$ cat src/core/ptp_pkg.sv
package ptp_pkg;

  // ----------------------------------------------------------------
  // Register map
  // ----------------------------------------------------------------
  localparam int ADDR_W = 16;
  localparam int DATA_W = 16;
  localparam logic [15:0] OFF_COMPLIANCE_TEST_SELECT = 16'h0027;
  localparam logic [15:0] OFF_TEN_MEG_PREAMBLE_CONFIG = 16'h002A;
  localparam logic [15:0] OFF_HUNDRED_TEST_EXT = 16'h0428;

  localparam logic [15:0] RST_COMPLIANCE_TEST_SELECT = 16'h0000;
  localparam logic [15:0] RST_TEN_MEG_PREAMBLE_CONFIG = 16'h4000;
  localparam logic [15:0] RST_HUNDRED_TEST_EXT = 16'h0000;

  // ----------------------------------------------------------------
  // Field positions
  // ----------------------------------------------------------------
  localparam int BIT_TEST_ENABLE = 4;
  localparam int BIT_HUNDRED_SEL_HI = 5;
  localparam int SEL_LSB = 0;
  localparam int SEL_W = 4;
  localparam int BIT_PREAMBLE_MODE = 14;
  localparam int BIT_PREAMBLE_RSVD_RO = 15;

  // ----------------------------------------------------------------
  // Ten-meg test pattern codes
  // ----------------------------------------------------------------
  localparam logic [3:0] PAT_LINK_PULSE = 4'h0;
  localparam logic [3:0] PAT_PULSE_ONE = 4'h1;
  localparam logic [3:0] PAT_PULSE_ZERO = 4'h2;
  localparam logic [3:0] PAT_REP_ONE = 4'h3;
  localparam logic [3:0] PAT_REP_ZERO = 4'h4;
  localparam logic [3:0] PAT_PREAMBLE = 4'h5;
  localparam logic [3:0] PAT_ONE_IDLE = 4'h6;
  localparam logic [3:0] PAT_ZERO_IDLE = 4'h7;
  localparam logic [3:0] PAT_SEQ_1001 = 4'h8;
  localparam logic [3:0] PAT_RANDOM = 4'h9;
  localparam logic [3:0] PAT_IDLE_00 = 4'hA;
  localparam logic [3:0] PAT_IDLE_01 = 4'hB;
  localparam logic [3:0] PAT_IDLE_11 = 4'hC;
  localparam logic [1:0] IDLE_CODE_00 = 2'h0;
  localparam logic [1:0] IDLE_CODE_01 = 2'h1;
  localparam logic [1:0] IDLE_CODE_11 = 2'h3;
  localparam logic [15:0] LFSR_SEED = 16'hACE1;

  // ----------------------------------------------------------------
  // Ten-meg receive preamble
  // ----------------------------------------------------------------
  localparam logic [7:0] PREAMBLE_BYTE = 8'h55;
  localparam logic [7:0] SFD_BYTE = 8'hD5;
  localparam int LONG_PREAMBLE_BYTES = 7;
  localparam int SHORT_PREAMBLE_MIN_BYTES = 3;
  localparam int PRE_CNT_W = 4;

  typedef enum logic [1:0] {
    PTP_GEN_OFF,
    PTP_GEN_TEN,
    PTP_GEN_HUNDRED
  } ptp_gen_t;

  typedef enum logic [1:0] {
    PTP_RX_IDLE,
    PTP_RX_PRE,
    PTP_RX_DATA,
    PTP_RX_DROP
  } ptp_rx_t;

endpackage

$ cat src/core/ptp_cfg.sv
`timescale 1ns/1ps
// Notes on behaviour
// Ten-meg enable bit emits chosen test pattern.
// Extended enable bit starts hundred-meg test mode.
// Four-bit field picks the ten-meg pattern.
// Five-bit value gives zeros after each one.
// All-zero hundred selection clears shift register.
// Software toggles enable off/on to change pattern.
// Software forces link speed before any test.
// Bit 14 picks preamble mode, resets short.
// Preamble mode touches only ten-meg reception.
// Long mode needs seven preamble bytes.
// Short mode accepts preambles above three bytes.
// MAC may see fewer preamble bytes.
// Software picks short mode for short-preamble partners.
module ptp_cfg (
  input wire logic ref_clk,
  input wire logic reset,
  input wire logic [ptp_pkg::ADDR_W-1:0] reg_addr,
  input wire logic [ptp_pkg::DATA_W-1:0] reg_wdata,
  input wire logic reg_wr,
  input wire logic reg_rd,
  output logic [ptp_pkg::DATA_W-1:0] reg_rdata_ff,
  input wire logic speed_100,
  input wire logic rx_crs,
  input wire logic rx_byte_valid,
  input wire logic [7:0] rx_byte,
  output logic test_active_ff,
  output logic test_hundred_ff,
  output logic test_bit_ff,
  output logic test_idle_ff,
  output logic [1:0] test_idle_code_ff,
  output logic mac_valid_ff,
  output logic [7:0] mac_byte_ff,
  output logic frame_ok_ff,
  output logic frame_drop_ff
);
  import ptp_pkg::*;

  // ----------------------------------------------------------------
  // Register storage
  // ----------------------------------------------------------------
  logic [DATA_W-1:0] compliance_test_select_ff;
  logic [DATA_W-1:0] ten_meg_preamble_config_ff;
  logic ext_enable_ff;
  logic ext_sel_hi_ff;
  logic [DATA_W-1:0] nxt_rdata;

  function automatic logic hit(input logic [ADDR_W-1:0] a, input logic [15:0] off);
    return a == off[ADDR_W-1:0];
  endfunction

  always_ff @(posedge ref_clk) begin
    if (reset) begin
      compliance_test_select_ff <= RST_COMPLIANCE_TEST_SELECT;
    end else if (reg_wr && hit(reg_addr, OFF_COMPLIANCE_TEST_SELECT)) begin
      compliance_test_select_ff <= reg_wdata;
    end
  end

  always_ff @(posedge ref_clk) begin
    if (reset) begin
      ten_meg_preamble_config_ff <= RST_TEN_MEG_PREAMBLE_CONFIG;
    end else if (reg_wr && hit(reg_addr, OFF_TEN_MEG_PREAMBLE_CONFIG)) begin
      ten_meg_preamble_config_ff <= reg_wdata;
      ten_meg_preamble_config_ff[BIT_PREAMBLE_RSVD_RO] <= 1'b0;
    end
  end

  always_ff @(posedge ref_clk) begin
    if (reset) begin
      ext_enable_ff <= RST_HUNDRED_TEST_EXT[BIT_TEST_ENABLE];
      ext_sel_hi_ff <= RST_HUNDRED_TEST_EXT[BIT_HUNDRED_SEL_HI];
    end else if (reg_wr && hit(reg_addr, OFF_HUNDRED_TEST_EXT)) begin
      ext_enable_ff <= reg_wdata[BIT_TEST_ENABLE];
      ext_sel_hi_ff <= reg_wdata[BIT_HUNDRED_SEL_HI];
    end
  end

  // ----------------------------------------------------------------
  // Read port
  // ----------------------------------------------------------------
  always_comb begin
    nxt_rdata = '0;
    if (hit(reg_addr, OFF_COMPLIANCE_TEST_SELECT)) begin
      nxt_rdata = compliance_test_select_ff;
    end else if (hit(reg_addr, OFF_TEN_MEG_PREAMBLE_CONFIG)) begin
      nxt_rdata = ten_meg_preamble_config_ff;
    end else if (hit(reg_addr, OFF_HUNDRED_TEST_EXT)) begin
      nxt_rdata[BIT_TEST_ENABLE] = ext_enable_ff;
      nxt_rdata[BIT_HUNDRED_SEL_HI] = ext_sel_hi_ff;
    end
  end

  always_ff @(posedge ref_clk) begin
    if (reset) begin
      reg_rdata_ff <= '0;
    end else if (reg_rd) begin
      reg_rdata_ff <= nxt_rdata;
    end else begin
      reg_rdata_ff <= '0;
    end
  end

  // ----------------------------------------------------------------
  // Pattern selection capture
  // ----------------------------------------------------------------
  // A selection is taken only on the rising edge of an enable, so a new
  // value written while the mode runs waits for the next off/on toggle.
  logic ten_en;
  logic ten_en_d_ff;
  logic ext_en_d_ff;
  logic [SEL_W-1:0] ten_sel_ff;
  logic [SEL_W:0] zeros_ff;
  ptp_gen_t gen_ff;
  ptp_gen_t nxt_gen;

  assign ten_en = compliance_test_select_ff[BIT_TEST_ENABLE];

  always_ff @(posedge ref_clk) begin
    if (reset) begin
      ten_en_d_ff <= 1'b0;
      ext_en_d_ff <= 1'b0;
    end else begin
      ten_en_d_ff <= ten_en;
      ext_en_d_ff <= ext_enable_ff;
    end
  end

  always_ff @(posedge ref_clk) begin
    if (reset) begin
      ten_sel_ff <= '0;
    end else if (ten_en && !ten_en_d_ff) begin
      ten_sel_ff <= compliance_test_select_ff[SEL_LSB +: SEL_W];
    end
  end

  always_ff @(posedge ref_clk) begin
    if (reset) begin
      zeros_ff <= '0;
    end else if (ext_enable_ff && !ext_en_d_ff) begin
      zeros_ff <= {ext_sel_hi_ff, compliance_test_select_ff[SEL_LSB +: SEL_W]};
    end
  end

  // Hundred-meg mode takes precedence; the forced speed is kept elsewhere.
  always_comb begin
    if (ext_enable_ff && ext_en_d_ff) begin
      nxt_gen = PTP_GEN_HUNDRED;
    end else if (ten_en && ten_en_d_ff) begin
      nxt_gen = PTP_GEN_TEN;
    end else begin
      nxt_gen = PTP_GEN_OFF;
    end
  end

  always_ff @(posedge ref_clk) begin
    if (reset) begin
      gen_ff <= PTP_GEN_OFF;
    end else begin
      gen_ff <= nxt_gen;
    end
  end

  // ----------------------------------------------------------------
  // Hundred-meg one-then-zeros generator
  // ----------------------------------------------------------------
  logic [SEL_W:0] zcnt_ff;
  logic hund_bit;

  always_ff @(posedge ref_clk) begin
    if (reset || gen_ff != PTP_GEN_HUNDRED || zeros_ff == '0) begin
      zcnt_ff <= '0;
    end else if (zcnt_ff == zeros_ff) begin
      zcnt_ff <= '0;
    end else begin
      zcnt_ff <= zcnt_ff + 1'b1;
    end
  end

  assign hund_bit = (zeros_ff != '0) && (zcnt_ff == '0);

  // ----------------------------------------------------------------
  // Ten-meg pattern generator
  // ----------------------------------------------------------------
  logic [15:0] lfsr_ff;
  logic [1:0] phase_ff;
  logic first_ff;
  logic ten_bit;
  logic ten_idle;
  logic [1:0] ten_code;

  always_ff @(posedge ref_clk) begin
    if (reset || gen_ff != PTP_GEN_TEN) begin
      lfsr_ff <= LFSR_SEED;
      phase_ff <= '0;
      first_ff <= 1'b1;
    end else begin
      lfsr_ff <= {lfsr_ff[14:0], lfsr_ff[15] ^ lfsr_ff[13] ^ lfsr_ff[12] ^ lfsr_ff[10]};
      phase_ff <= phase_ff + 1'b1;
      first_ff <= 1'b0;
    end
  end

  // One-shot patterns send their bit in the first cycle and then idle.
  always_comb begin
    ten_bit = 1'b0;
    ten_idle = 1'b0;
    ten_code = IDLE_CODE_00;
    unique case (ten_sel_ff)
      PAT_LINK_PULSE, PAT_PULSE_ONE, PAT_ONE_IDLE: begin
        ten_bit = first_ff;
        ten_idle = !first_ff;
      end
      PAT_PULSE_ZERO, PAT_ZERO_IDLE: begin
        ten_bit = 1'b0;
        ten_idle = !first_ff;
      end
      PAT_REP_ONE: ten_bit = 1'b1;
      PAT_REP_ZERO: ten_bit = 1'b0;
      PAT_PREAMBLE: ten_bit = !phase_ff[0];
      PAT_SEQ_1001: ten_bit = phase_ff[0] ~^ phase_ff[1];
      PAT_RANDOM: ten_bit = lfsr_ff[0];
      PAT_IDLE_00: begin
        ten_idle = 1'b1;
        ten_code = IDLE_CODE_00;
      end
      PAT_IDLE_01: begin
        ten_idle = 1'b1;
        ten_code = IDLE_CODE_01;
      end
      PAT_IDLE_11: begin
        ten_idle = 1'b1;
        ten_code = IDLE_CODE_11;
      end
      default: ten_idle = 1'b1;
    endcase
  end

  // ----------------------------------------------------------------
  // Transmit test outputs
  // ----------------------------------------------------------------
  always_ff @(posedge ref_clk) begin
    if (reset) begin
      test_active_ff <= 1'b0;
      test_hundred_ff <= 1'b0;
      test_bit_ff <= 1'b0;
      test_idle_ff <= 1'b0;
      test_idle_code_ff <= IDLE_CODE_00;
    end else begin
      test_active_ff <= gen_ff != PTP_GEN_OFF;
      test_hundred_ff <= gen_ff == PTP_GEN_HUNDRED;
      unique case (gen_ff)
        PTP_GEN_HUNDRED: begin
          test_bit_ff <= hund_bit;
          test_idle_ff <= 1'b0;
          test_idle_code_ff <= IDLE_CODE_00;
        end
        PTP_GEN_TEN: begin
          test_bit_ff <= ten_bit;
          test_idle_ff <= ten_idle;
          test_idle_code_ff <= ten_code;
        end
        PTP_GEN_OFF: begin
          test_bit_ff <= 1'b0;
          test_idle_ff <= 1'b0;
          test_idle_code_ff <= IDLE_CODE_00;
        end
      endcase
    end
  end

  // ----------------------------------------------------------------
  // Ten-meg receive preamble check
  // ----------------------------------------------------------------
  ptp_preamble_check u_pre (
    .ref_clk(ref_clk),
    .reset(reset),
    .short_mode(ten_meg_preamble_config_ff[BIT_PREAMBLE_MODE]),
    .speed_100(speed_100),
    .rx_crs(rx_crs),
    .rx_byte_valid(rx_byte_valid),
    .rx_byte(rx_byte),
    .mac_valid_ff(mac_valid_ff),
    .mac_byte_ff(mac_byte_ff),
    .frame_ok_ff(frame_ok_ff),
    .frame_drop_ff(frame_drop_ff)
  );

endmodule // ptp_cfg

$ cat src/core/ptp_preamble_check.sv
`timescale 1ns/1ps
module ptp_preamble_check (
  input wire logic ref_clk,
  input wire logic reset,
  input wire logic short_mode,
  input wire logic speed_100,
  input wire logic rx_crs,
  input wire logic rx_byte_valid,
  input wire logic [7:0] rx_byte,
  output logic mac_valid_ff,
  output logic [7:0] mac_byte_ff,
  output logic frame_ok_ff,
  output logic frame_drop_ff
);
  import ptp_pkg::*;

  ptp_rx_t state_ff;
  ptp_rx_t nxt_state;
  logic [PRE_CNT_W-1:0] pre_cnt_ff;
  logic enough;

  // ----------------------------------------------------------------
  // Preamble threshold
  // ----------------------------------------------------------------
  // In 100 Mbps the preamble mode has no say and an SFD after any number of preamble bytes is taken.
  always_comb begin
    if (speed_100) begin
      enough = 1'b1;
    end else if (short_mode) begin
      enough = (pre_cnt_ff > PRE_CNT_W'(SHORT_PREAMBLE_MIN_BYTES));
    end else begin
      enough = (pre_cnt_ff >= PRE_CNT_W'(LONG_PREAMBLE_BYTES));
    end
  end

  always_comb begin
    nxt_state = state_ff;
    if (!rx_crs) begin
      nxt_state = PTP_RX_IDLE;
    end else if (rx_byte_valid) begin
      unique case (state_ff)
        PTP_RX_IDLE, PTP_RX_PRE: begin
          if (rx_byte == PREAMBLE_BYTE) begin
            nxt_state = PTP_RX_PRE;
          end else if (rx_byte == SFD_BYTE && enough) begin
            nxt_state = PTP_RX_DATA;
          end else begin
            nxt_state = PTP_RX_DROP;
          end
        end
        PTP_RX_DATA: nxt_state = PTP_RX_DATA;
        PTP_RX_DROP: nxt_state = PTP_RX_DROP;
      endcase
    end
  end

  always_ff @(posedge ref_clk) begin
    if (reset) begin
      state_ff <= PTP_RX_IDLE;
    end else begin
      state_ff <= nxt_state;
    end
  end

  always_ff @(posedge ref_clk) begin
    if (reset || !rx_crs) begin
      pre_cnt_ff <= '0;
    end else if (rx_byte_valid && rx_byte == PREAMBLE_BYTE && pre_cnt_ff != '1) begin
      pre_cnt_ff <= pre_cnt_ff + 1'b1;
    end
  end

  // ----------------------------------------------------------------
  // MAC side
  // ----------------------------------------------------------------
  // Line preamble bytes are consumed here; the MAC sees the SFD and data only.
  always_ff @(posedge ref_clk) begin
    if (reset) begin
      mac_valid_ff <= 1'b0;
      mac_byte_ff <= 8'h00;
    end else begin
      mac_valid_ff <= rx_crs && rx_byte_valid && nxt_state == PTP_RX_DATA;
      mac_byte_ff <= rx_byte;
    end
  end

  always_ff @(posedge ref_clk) begin
    if (reset) begin
      frame_ok_ff <= 1'b0;
      frame_drop_ff <= 1'b0;
    end else begin
      frame_ok_ff <= state_ff != PTP_RX_DATA && nxt_state == PTP_RX_DATA;
      frame_drop_ff <= state_ff != PTP_RX_DROP && nxt_state == PTP_RX_DROP;
    end
  end

endmodule // ptp_preamble_check

$ cat config.mk
export PLATFORM = sky130hd
export DESIGN_NAME = ptp_cfg
export DESIGN_NICKNAME = d
export VERILOG_FILES = /design/src/core/ptp_pkg.sv /design/src/core/ptp_cfg.sv /design/src/core/ptp_preamble_check.sv
export SDC_FILE = /design/constraint.sdc
export NUM_CORES = 1
export LEC_CHECK = 0
export ABC_AREA = 1
export BUFFER_PORTS_ARGS = -buffer_cell sky130_fd_sc_hd__clkbuf_2
export CAP_MARGIN = 20
export CORE_MARGIN = 5
export CORE_UTILIZATION = 29
export DETAILED_ROUTE_END_ITERATION = 10
export PLACE_DENSITY = 0.48
export SLEW_MARGIN = 25
export SYNTH_ARGS = -nofsm -noshare
export SYNTH_HDL_FRONTEND = slang
export SYNTH_HIERARCHICAL = 1
export SYNTH_SLANG_ARGS = --single-unit
$ cat constraint.sdc
create_clock -name ref_clk -period 2.35 [get_ports ref_clk]
set_clock_uncertainty 0.15 [all_clocks]
set_input_delay 0 -clock ref_clk [delete_from_list [all_inputs] [get_ports ref_clk]]
set_output_delay 0 -clock ref_clk [all_outputs]
set_load 0.01 [all_outputs]
Word level (Yosys, flattened, before mapping)
Index checks and enable logic that the tools add are counted.
{"block": "op_classes", "n_lt_le_gt_ge": 2, "bitwise_logic": 5, "eq_ne": 29, "muxes": 21, "reduce_logical": 39, "add_sub_neg": 3}
{"operator": "== test 16 x 6 -> 1 bit, second input constant", "count": 2}
{"operator": "== test 16 x 11 -> 1 bit, second input constant", "count": 1}
{"operator": "== test 4 x 3 -> 1 bit, second input constant", "count": 4}
{"operator": "== test 4 bit, second input constant", "count": 4}
{"operator": "two-way mux 16 bit", "count": 1}
{"operator": "logical AND 1 bit", "count": 15}
{"operator": "two-way mux 2 bit", "count": 6}
{"operator": "== test 2 bit, second input constant", "count": 5}
{"operator": "logical NOT 5 bit", "count": 2}
{"operator": "OR reduction 2 bit", "count": 5}
{"operator": "OR reduction 5 bit", "count": 2}
{"operator": "two-way mux 9 bit", "count": 1}
{"operator": "== test 4 x 2 -> 1 bit, second input constant", "count": 2}
{"operator": "== test 8 x 7 -> 1 bit, second input constant", "count": 1}
{"operator": "== test 8 bit, second input constant", "count": 1}
{"operator": "one-hot mux 2 bit (2 select lines)", "count": 2}
{"operator": "inequality test 2 bit, second input constant", "count": 3}
{"operator": "one-hot mux 2 bit (3 select lines)", "count": 1}
{"operator": "adder 5 x 1 -> 5 bit, second input constant", "count": 1}
{"operator": "== test 5 bit", "count": 1}
{"operator": "logical NOT 1 bit", "count": 5}
{"operator": "two-way mux 1 bit", "count": 5}
{"operator": "one-hot mux 1 bit (5 select lines)", "count": 1}
{"operator": "nonzero test 5 bit", "count": 1}
{"operator": "19 further kinds", "count": 27}
{"block": "word_totals", "word_cells": 125, "ff_bits": 109}

Logic depth before layout (Yosys ltp)
Gate-level depths: netlist of the first run.
{"block": "depth", "ltp_word": 11, "ltp_mapped": 9, "ltp_nobuf": 9}

Hierarchy
The synthesis of the first run kept the hierarchy.
{"mod": "ptp_cfg", "area_each_um2": 3806.2, "cells_each": 512, "instances": 1, "seq_area_each_um2": 1841.8}
{"mod": "ptp_preamble_check", "area_each_um2": 705.7, "cells_each": 97, "instances": 1, "seq_area_each_um2": 340.3}

Least setup slack after synthesis of the first run
No wires, ideal clock.
{"block": "synth_path", "path_kind": "reg2reg", "start": "register u_pre.pre_cnt_ff[0]", "end": "register u_pre.pre_cnt_ff[0]", "arrival_ns": 1.022, "period_less_slack_ns": 1.285, "slack_ns": 1.065, "stages_incl_launch_ff": 8, "required_ns": 2.087, "path_cell_list": "dfxtp_1 -> ha_1 -> nand3_1 -> nand2_1 -> nor2_1 -> nand2_1 -> nand2_1 -> nor2_1"}
{"block": "synth_via", "elab_chain_cells": 2, "elab_cells_between_ends": 3, "classes_between": "add/sub (1); eq/ne (1); reduce/logical (1)"}
{"element": "start: declaration", "line": "ptp_preamble_check.sv:19", "rtl": "logic [PRE_CNT_W-1:0] pre_cnt_ff;"}
{"element": "start signal: assignment", "line": "ptp_preamble_check.sv:69", "rtl": "pre_cnt_ff <= pre_cnt_ff + 1'b1;"}
{"element": "branches (longest 2 deep; another with adder 4 x 1 -> 4 bit)"}
Parallel ways; which one is timed is not known.
A chain may end at the register's enable or synchronous reset.

Final worst setup path of the first run
{"block": "layout_path", "start": "input port reg_addr[8] in the netlist's numbering", "end": "register reg_rdata_ff[4] in the netlist's numbering"}
{"block": "layout_via", "elab_chain_cells": 4, "elab_cells_between_ends": 6, "classes_between": "eq/ne (3); mux (3)"}
{"element": "start: declaration", "line": "ptp_cfg.sv:19", "rtl": "input wire logic [ptp_pkg::ADDR_W-1:0] reg_addr,"}
{"element": "== test 16 x 11 -> 1 bit", "line": "ptp_cfg.sv:50", "rtl": "return a == off[ADDR_W-1:0];"}
{"element": "two-way mux 2 bit", "line": "ptp_cfg.sv:89", "rtl": "end else if (hit(reg_addr, OFF_HUNDRED_TEST_EXT)) begin"}
{"element": "two-way mux 2 bit", "line": "ptp_cfg.sv:87", "rtl": "end else if (hit(reg_addr, OFF_TEN_MEG_PREAMBLE_CONFIG)) begin"}
{"element": "two-way mux 16 bit *", "line": "ptp_cfg.sv:85", "rtl": "if (hit(reg_addr, OFF_COMPLIANCE_TEST_SELECT)) begin"}
{"element": "end signal: assignment", "line": "ptp_cfg.sv:99", "rtl": "reg_rdata_ff <= nxt_rdata;"}
{"element": "end: declaration", "line": "ptp_cfg.sv:23", "rtl": "output logic [ptp_pkg::DATA_W-1:0] reg_rdata_ff,"}
Mark *: on every way between the ends. The rest lies on a longest branch, timed or not.

==> metrics.md, run 1 <==
| Metric | Value |
|---|---|
| Status | finished clean |
| Series of cell instances along the critical path | dlygate4sd3_1, clkbuf_2, nor2_4, dlygate4sd3_1, nand3_1, nor2_1, nand3_1, nand3_1, nand2_1, dlygate4sd3_1, inv_1 |
| Clock tree from TritonCTS | yes |
| Proportion of synthesized flip-flops having asynchronous set or reset | 0% |
| Total iterations of the first detailed-routing run | 5 |
| Fin crit share | 89.8% |
| Area growth from synthesis to final layout | 28.6% |
| Worst relative slew slack | 61.0% |
| FF-to-FF Start | u_pre/pre_cnt_ff[0]$_SDFFE_PP0P_ |
| FP Rows | 45 |
| Port buffer count | 79 |
| Synthesized Nets | 659 |
| Area of the die | approximately 0.018 mm2 |
| Arrival time of data at the critical path endpoint | 2.26 ns |
| Overall power | between 3 and 4 mW |
| Share of total power consumed by net switching | between 20% and 30% |
| DP Wirelength | 7600 um |
| Most instantiated flip-flop cell in the synthesis netlist | dfxtp_1 |
| Via count of the first global-routing pass | 3964 |
| Endpoint required time on the critical path | approximately 2.5 ns |
| Worst skew pair latency | 0.35 ns |
| Final standard cell area without fillers | about 0.0058 mm2 |
| Clock group share of total power | a little over two fifths |
| Most area-consuming cells after synthesis | dfxtp_1 48%, nor2_1 10%, nand2_1 9.6% |
| Via density per instance | 4.24 |
| Worst Setup End Kind | register |
| Final cell count without fillers | 944 |
| Final Max Tran Viols | 0 |
| Number of hold-slack violations in the final timing report | 0 |
| Transition time at the pin with the least slew margin | 0.584 ns |
| Fraction of power consumed by combinational cells | 5.8% |
| Max incr delay on CP | roughly 0.56 ns |
| Buffers and inverters on the worst path | 5 |
| Wire length of the first global-routing pass | 18700 um |
| Average cell area after synthesis | approximately 7.4 um2 |
| Setup repair after global routing missed its margin | no |
| Total I/O pin count | 80 |
| Worst hold-check path type | input port to register |
| Syn. warnings | 6 |
| Startpoint-to-endpoint class of the critical path | input port to register |
| Logic depth of the worst path, buffers included | 11 |
| Slowest library cell on the worst path | dlygate4sd3_1 |
| Top achievable clock speed | 0.474 GHz |
| Maximum fanout count along the critical path | 3 |
| Library cell occupying the most area in the post-synthesis netlist | dfxtp_1 |
| Max-capacitance violation count | 0 |
| Depth of the CTS H-tree | 3 |
| Final core occ | 38.0% |
| TritonCTS buffer count | 9 |
| Top cell type's share of synthesized area | between 40% and 50% |
| Core box area | ~0.015 mm2 |
| Placement Cell Area | 0.00508 mm2 |
| Effective utilization at floorplan | 29.6% |
| Post-detailed-route count of antenna-violating nets | 0 |
| Sequential-to-total area share from yosys stat | approximately 48% |
| Worst slack on hold paths | 0.0243 ns |
| Number of enable flip-flop cells after synthesis | 0 |
| Sum Neg Setup Slack | 0 ns |
| Post-synthesis cell count | 609 |
| Worst hold path endpoint | reg_rdata_ff[11]$_SDFF_PP0_ |
| Worst Setup Slack post-DPL | 0.506 ns |
| Reg2reg path depth | 8 |
| Gpl congestion | 0.751 |
| Total vias in the final route | 4005 |
| Cell at the root of the clock tree | clkbuf_16 |
| Global route overflow | 0 |
| Register bit count reported by yosys | 109 |
| DIE HEIGHT | 135 um |
| Cell area after technology mapping | 0.00451 mm2 |
| Worst reg2reg path endpoint | u_pre/mac_valid_ff$_SDFF_PP0_ |
| Worst voltage drop across the vdd grid | 0.318 mV |
| Antenna violations before repair | 0 |
| Longest Clk Path Bufs | 2 |
| Final setup slack of the worst path | 0.239 ns |
| Count of distinct cell types in the synthesized netlist | 32 |
| Average wire per cell in the routed design | between 10 and 15 um |
| Sequential cell fraction of total power | 52.0% |
| Number of instances on the worst hold path | 6 |
| Pwr per Cell Area | 616 mW/mm2 |
| Cell-internal power | between 2 and 3 mW |
| Final critical path time including I/O delays and setup | 2.11 ns |
| Detailed router's first-iteration violation count | ~170 |
| Clock net sink count | between 100 and 150 |
| Layout cell share with drive strength beyond 1 | 18.8% |
| Most numerous cell in the Yosys netlist | nor2_1 |
| Antenna diode instance count | 0 |
| Maximum number of pins on one net before global-route repair | 30 |
| Startpoint Class | input port |
| Tot GR Track Use | about an eighth |
| Leakage power of the design | 2.77 nW |
| Switching power | 0.792 mW |
| Sum of routed wire length over all layers | 11000 um |
| CP top delay family | buffers and inverters |
| Slack of the worst reg-to-reg path | 0.43 ns |
| Remaining DRCs | 0 |
| Floorplan die width | 135 um |
| Startpoint of the lowest-slack hold path | reg_addr[3] |
| Final-stage net count | just under 800 |
| Post-placement cell count | 885 |
| Final setup viols | 0 |
| Most common library cells after synthesis | 122 x nor2_1, 115 x nand2_1, 109 x dfxtp_1 |
| Clock transition time at the flip-flop clock pins of the worst setup and hold paths | 0.07 ns |
cells in the final DEF (no fill, tap or decap), drive strengths merged, types with 7 or more instances in the layout:
master,n
nor2,135
clkbuf,89
xnor2,7
dfxtp,109
o21ai,14
inv,83
a21oi,27
nor3,20
nand2,131
dlygate4sd3,43
nand3,39
or2,7
cell families (layout without fill, tap and decap cells):
kind of cell               Yosys count  in the layout  synth area share, %
DFF                                109            109                 48.4
and+or+nand+nor                    341            341                 34.1
AOI/OAI and AO/OA                   43             43                 4.88
buffers and inverters              102            226                 9.71
xor gates and xnor gates            11             11                 2.14
adders and majority gates            3              3                0.832
layer usage:
layer,vias up,routed length (um),track usage [%]
met3,14,433,2.61
met1,1811,5050,15.8
met2,79,5280,21.9
met4,0,207,4.58
met5,-,0,0
li1,2101,-,-
worst reg2reg max path: cells and delay by family, from the launching register on:
family	cells	cell delay (ns)
simple gates	5	0.38
buf+inv	1	0.54
fa+ha+maj	1	0.24
flops	1	0.34
compound gates	1	0.17
power by group through the flow:
stage               combinational [mW]  clock (mW)  sequential [mW]
global placement                 0.155           0             1.90
floorplan                       0.0661           0             1.91
CTS                              0.209        1.58             1.86
global route                     0.231        1.64             1.86
detailed placement               0.156           0             1.90
finish                           0.208        1.51             1.86
flip-flops by register name (all words and copies together) (netlist names), 2 cells and up:
signal / flops
compliance_test_select_ff: 16
gen_ff: 2
lfsr_ff: 16
phase_ff: 2
reg_rdata_ff: 16
ten_meg_preamble_config_ff: 15
ten_sel_ff: 4
test_idle_code_ff: 2
u_pre/mac_byte_ff: 8
u_pre/pre_cnt_ff: 4
u_pre/state_ff: 2
zcnt_ff: 5
zeros_ff: 5
cell type report:
class	instances	area (um2)
fillers	1618	9460
flip-flops and latches	109	2180
multi-input cells	398	1890
repair buffers	126	856
inverters	84	315
well taps	211	264
clock buffers	10	229
clock inverters	6	63.8
worst max path at each step:
stage                                                             end  slack, ns                             start
after floorplan                      u_pre/pre_cnt_ff[0]$_SDFFE_PP0P_       1.07  u_pre/pre_cnt_ff[0]$_SDFFE_PP0P_
after global placement     ten_meg_preamble_config_ff[2]$_SDFFE_PP0P_       0.59                       reg_addr[7]
after detailed placement  ten_meg_preamble_config_ff[11]$_SDFFE_PP0P_       0.51                       reg_addr[7]
after CTS                                  reg_rdata_ff[4]$_SDFF_PP0_       0.25                       reg_addr[8]
after global routing                       reg_rdata_ff[4]$_SDFF_PP0_       0.13                       reg_addr[8]
final                                      reg_rdata_ff[4]$_SDFF_PP0_       0.24                       reg_addr[8]
repair_timing:
action,CTS,global route
gates resized for setup,0,0
hold buffers,43,0
setup buffers,0,0
hold endpoints to repair,69,0
No activity file was read; power rests on OpenSTA's default activity.
==> inputs of run 2 (changes only) <==
--- a/config.mk
+++ b/config.mk
@@ -17,3 +17,4 @@
 export SYNTH_HDL_FRONTEND = slang
 export SYNTH_HIERARCHICAL = 1
 export SYNTH_SLANG_ARGS = --single-unit
+export TNS_END_PERCENT = 10
==> constraint.sdc (replaced) <==
create_clock -name ref_clk -period 2.7 [get_ports ref_clk]
set_clock_uncertainty 0.15 [all_clocks]
set_input_delay 0 -clock ref_clk [delete_from_list [all_inputs] [get_ports ref_clk]]
set_output_delay 0 -clock ref_clk [all_outputs]
set_load 0.01 [all_outputs]
==> metrics.md, run 2 (synthesis results as in run 1) <==
| Metric | Value |
|---|---|
| Total iterations of the first detailed-routing run | 4 |
| Floorplan die width | 135 um |
| CP top delay family | buffers and inverters |
| Tot GR Track Use | 12.2% |
| Highest-count cells in the layout ignoring fill and taps | 122 x nor2_1, 115 x nand2_1, 109 x dfxtp_1 |
| Effective utilization at floorplan | 29.6% |
| Leakage power of the design | between 2 and 3 nW |
| Clock net sink count | 109 |
| Global route overflow | 0 |
| Top flop regs | compliance_test_select_ff (16), lfsr_ff (16), reg_rdata_ff (16) |
| Layout cell share with drive strength beyond 1 | a little under a fifth |
| TritonCTS buffer count | 9 |
| Fill cell count | 1577 |
| DIE HEIGHT | 135 um |
| Clock tree from TritonCTS | yes |
| Maximum fanout count along the critical path | 4 |
| Clock transition time at the flip-flop clock pins of the worst setup and hold paths | 0.07 ns |
| FP Rows | 45 |
| Area of the die | 0.0182 mm2 |
| Transition time at the pin with the least slew margin | 0.610 ns |
| Worst Setup End Kind | register |
| Depth of the CTS H-tree | 3 |
| DP Wirelength | 7560 um |
| Wire length of the first global-routing pass | 18000 um |
| Post-detailed-route count of antenna-violating nets | 0 |
| Antenna violations before repair | 0 |
| Area growth from synthesis to final layout | 26.0% |
| Total I/O pin count | 80 |
| Worst hold-check path type | input port to register |
| Slowest library cell on the worst path | dlygate4sd3_1 |
| Max-capacitance violation count | 0 |
| Port buffer count | 79 |
| Worst relative slew slack | 59.3% |
| Pwr per Cell Area | 553 mW/mm2 |
| Worst voltage drop across the vdd grid | 0.295 mV |
| Status | finished clean |
| Final critical path time including I/O delays and setup | 1.92 ns |
| Core box area | 0.0153 mm2 |
| Antenna diode instance count | 0 |
| Post-CTS setup buffer count | 0 |
| Average wire per cell in the routed design | ~11 um |
| Final setup viols | 0 |
| Gpl congestion | 0.767 |
| Series of cell instances along the critical path | ha_1, o21ai_0, nand2_1, nand3_1, nand2_1, nand2_1, nor2_1, dlygate4sd3_1 |
| Arrival time of data at the critical path endpoint | 2.01 ns |
| Sum of routed wire length over all layers | 10700 um |
| Buffers and inverters on the worst path | 1 |
| Worst skew pair latency | 0.35 ns |
| Startpoint Class | register |
| Post-placement cell count | 883 |
| Fin crit share | 71.3% |
| Final cell count without fillers | slightly above 900 |
| Sum Neg Setup Slack | 0 ns |
| Number of hold-slack violations in the final timing report | 0 |
| Endpoint required time on the critical path | 2.79 ns |
| Max incr delay on CP | 0.54 ns |
| Longest Clk Path Bufs | 2 |
| Top achievable clock speed | 0.520 GHz |
| Detailed router's first-iteration violation count | 162 |
| Via density per instance | 4.22 |
| Startpoint-to-endpoint class of the critical path | register to register |
| Via count of the first global-routing pass | 3841 |
| Final-stage net count | 764 |
| Total vias in the final route | 3924 |
| Critical Path Most Common Cell | nand2_1 |
| Maximum number of pins on one net before global-route repair | 44 |
| Final Max Tran Viols | 0 |
| Setup repair after global routing missed its margin | no |
| Cell at the root of the clock tree | clkbuf_16 |
| Most common cell after layout, fill and taps aside | nor2_1 |
| Remaining DRCs | 0 |
[run 2: path summary, 6_finish.rpt]
path | slack, ns | startpoint | cells past startpoint | to
max | 0.78 | u_pre/pre_cnt_ff[0]$_SDFFE_PP0P_ | 8 | u_pre/mac_valid_ff$_SDFF_PP0_
min reg2reg | 0.26 | lfsr_ff[7]$_SDFF_PP1_ | 2 | lfsr_ff[8]$_SDFF_PP0_
min | 0.005 | reg_addr[8] | 8 | reg_rdata_ff[4]$_SDFF_PP0_
max reg2reg | 0.78 | u_pre/pre_cnt_ff[0]$_SDFFE_PP0P_ | 8 | u_pre/mac_valid_ff$_SDFF_PP0_
[run 2: worst min-delay path, delay by kind of cell]
kind,cells,cell delay (ns)
simple gates,6,0.33
buf+inv,2,0.13
[run 2: per-layer routing]
| layer | GRT usage (%) | up-vias | part of all wire (%) | wire length (um) |
|---|---|---|---|---|
| met3 | 2.94 | 13 | 3.8 | 410 |
| met5 | 0 | - | 0 | 0 |
| met2 | 20.1 | 61 | 47 | 5070 |
| li1 | - | 2076 | - | - |
| met1 | 15.5 | 1774 | 47 | 5020 |
| met4 | 4.24 | 0 | 1.7 | 181 |
[run 2: where the power goes]
group          internal, mW  switching [mW]  total (mW)
clock network         0.733           0.629        1.36
registers              1.62         0.00249        1.62
logic                0.0754          0.0911       0.167
total                  2.42           0.722        3.15
[run 2: cell type report]
cell class / instances / area, um2 / area share [%]
flip-flops and latches: 109 / 2180 / 38.4
multi-input cells: 398 / 1890 / 33.3
repair buffers: 112 / 721 / 12.7
inverters: 84 / 315 / 5.55
well taps: 211 / 264 / 4.64
clock buffers: 9 / 225 / 3.96
clock inverters: 7 / 85.1 / 1.50
[run 2: stage by stage]
step	area [um2]	total power [mW]	hold slack, ns	worst slack, ns	utilization, %
floorplan	4510	1.72	-0.0809	1.42	-
global placement	5060	1.79	0.0661	0.942	33.2
detailed placement	5060	1.79	0.0652	0.900	33.2
CTS	5680	3.20	0.00132	0.761	37.3
global route	5680	3.28	0.0452	0.602	37.3
finish	5680	3.15	0.00497	0.776	37.3
[run 2: repair_timing]
action / CTS / global route
hold endpoints to repair: 58 / 0
hold buffers: 31 / 0
resized for setup: 0 / 0
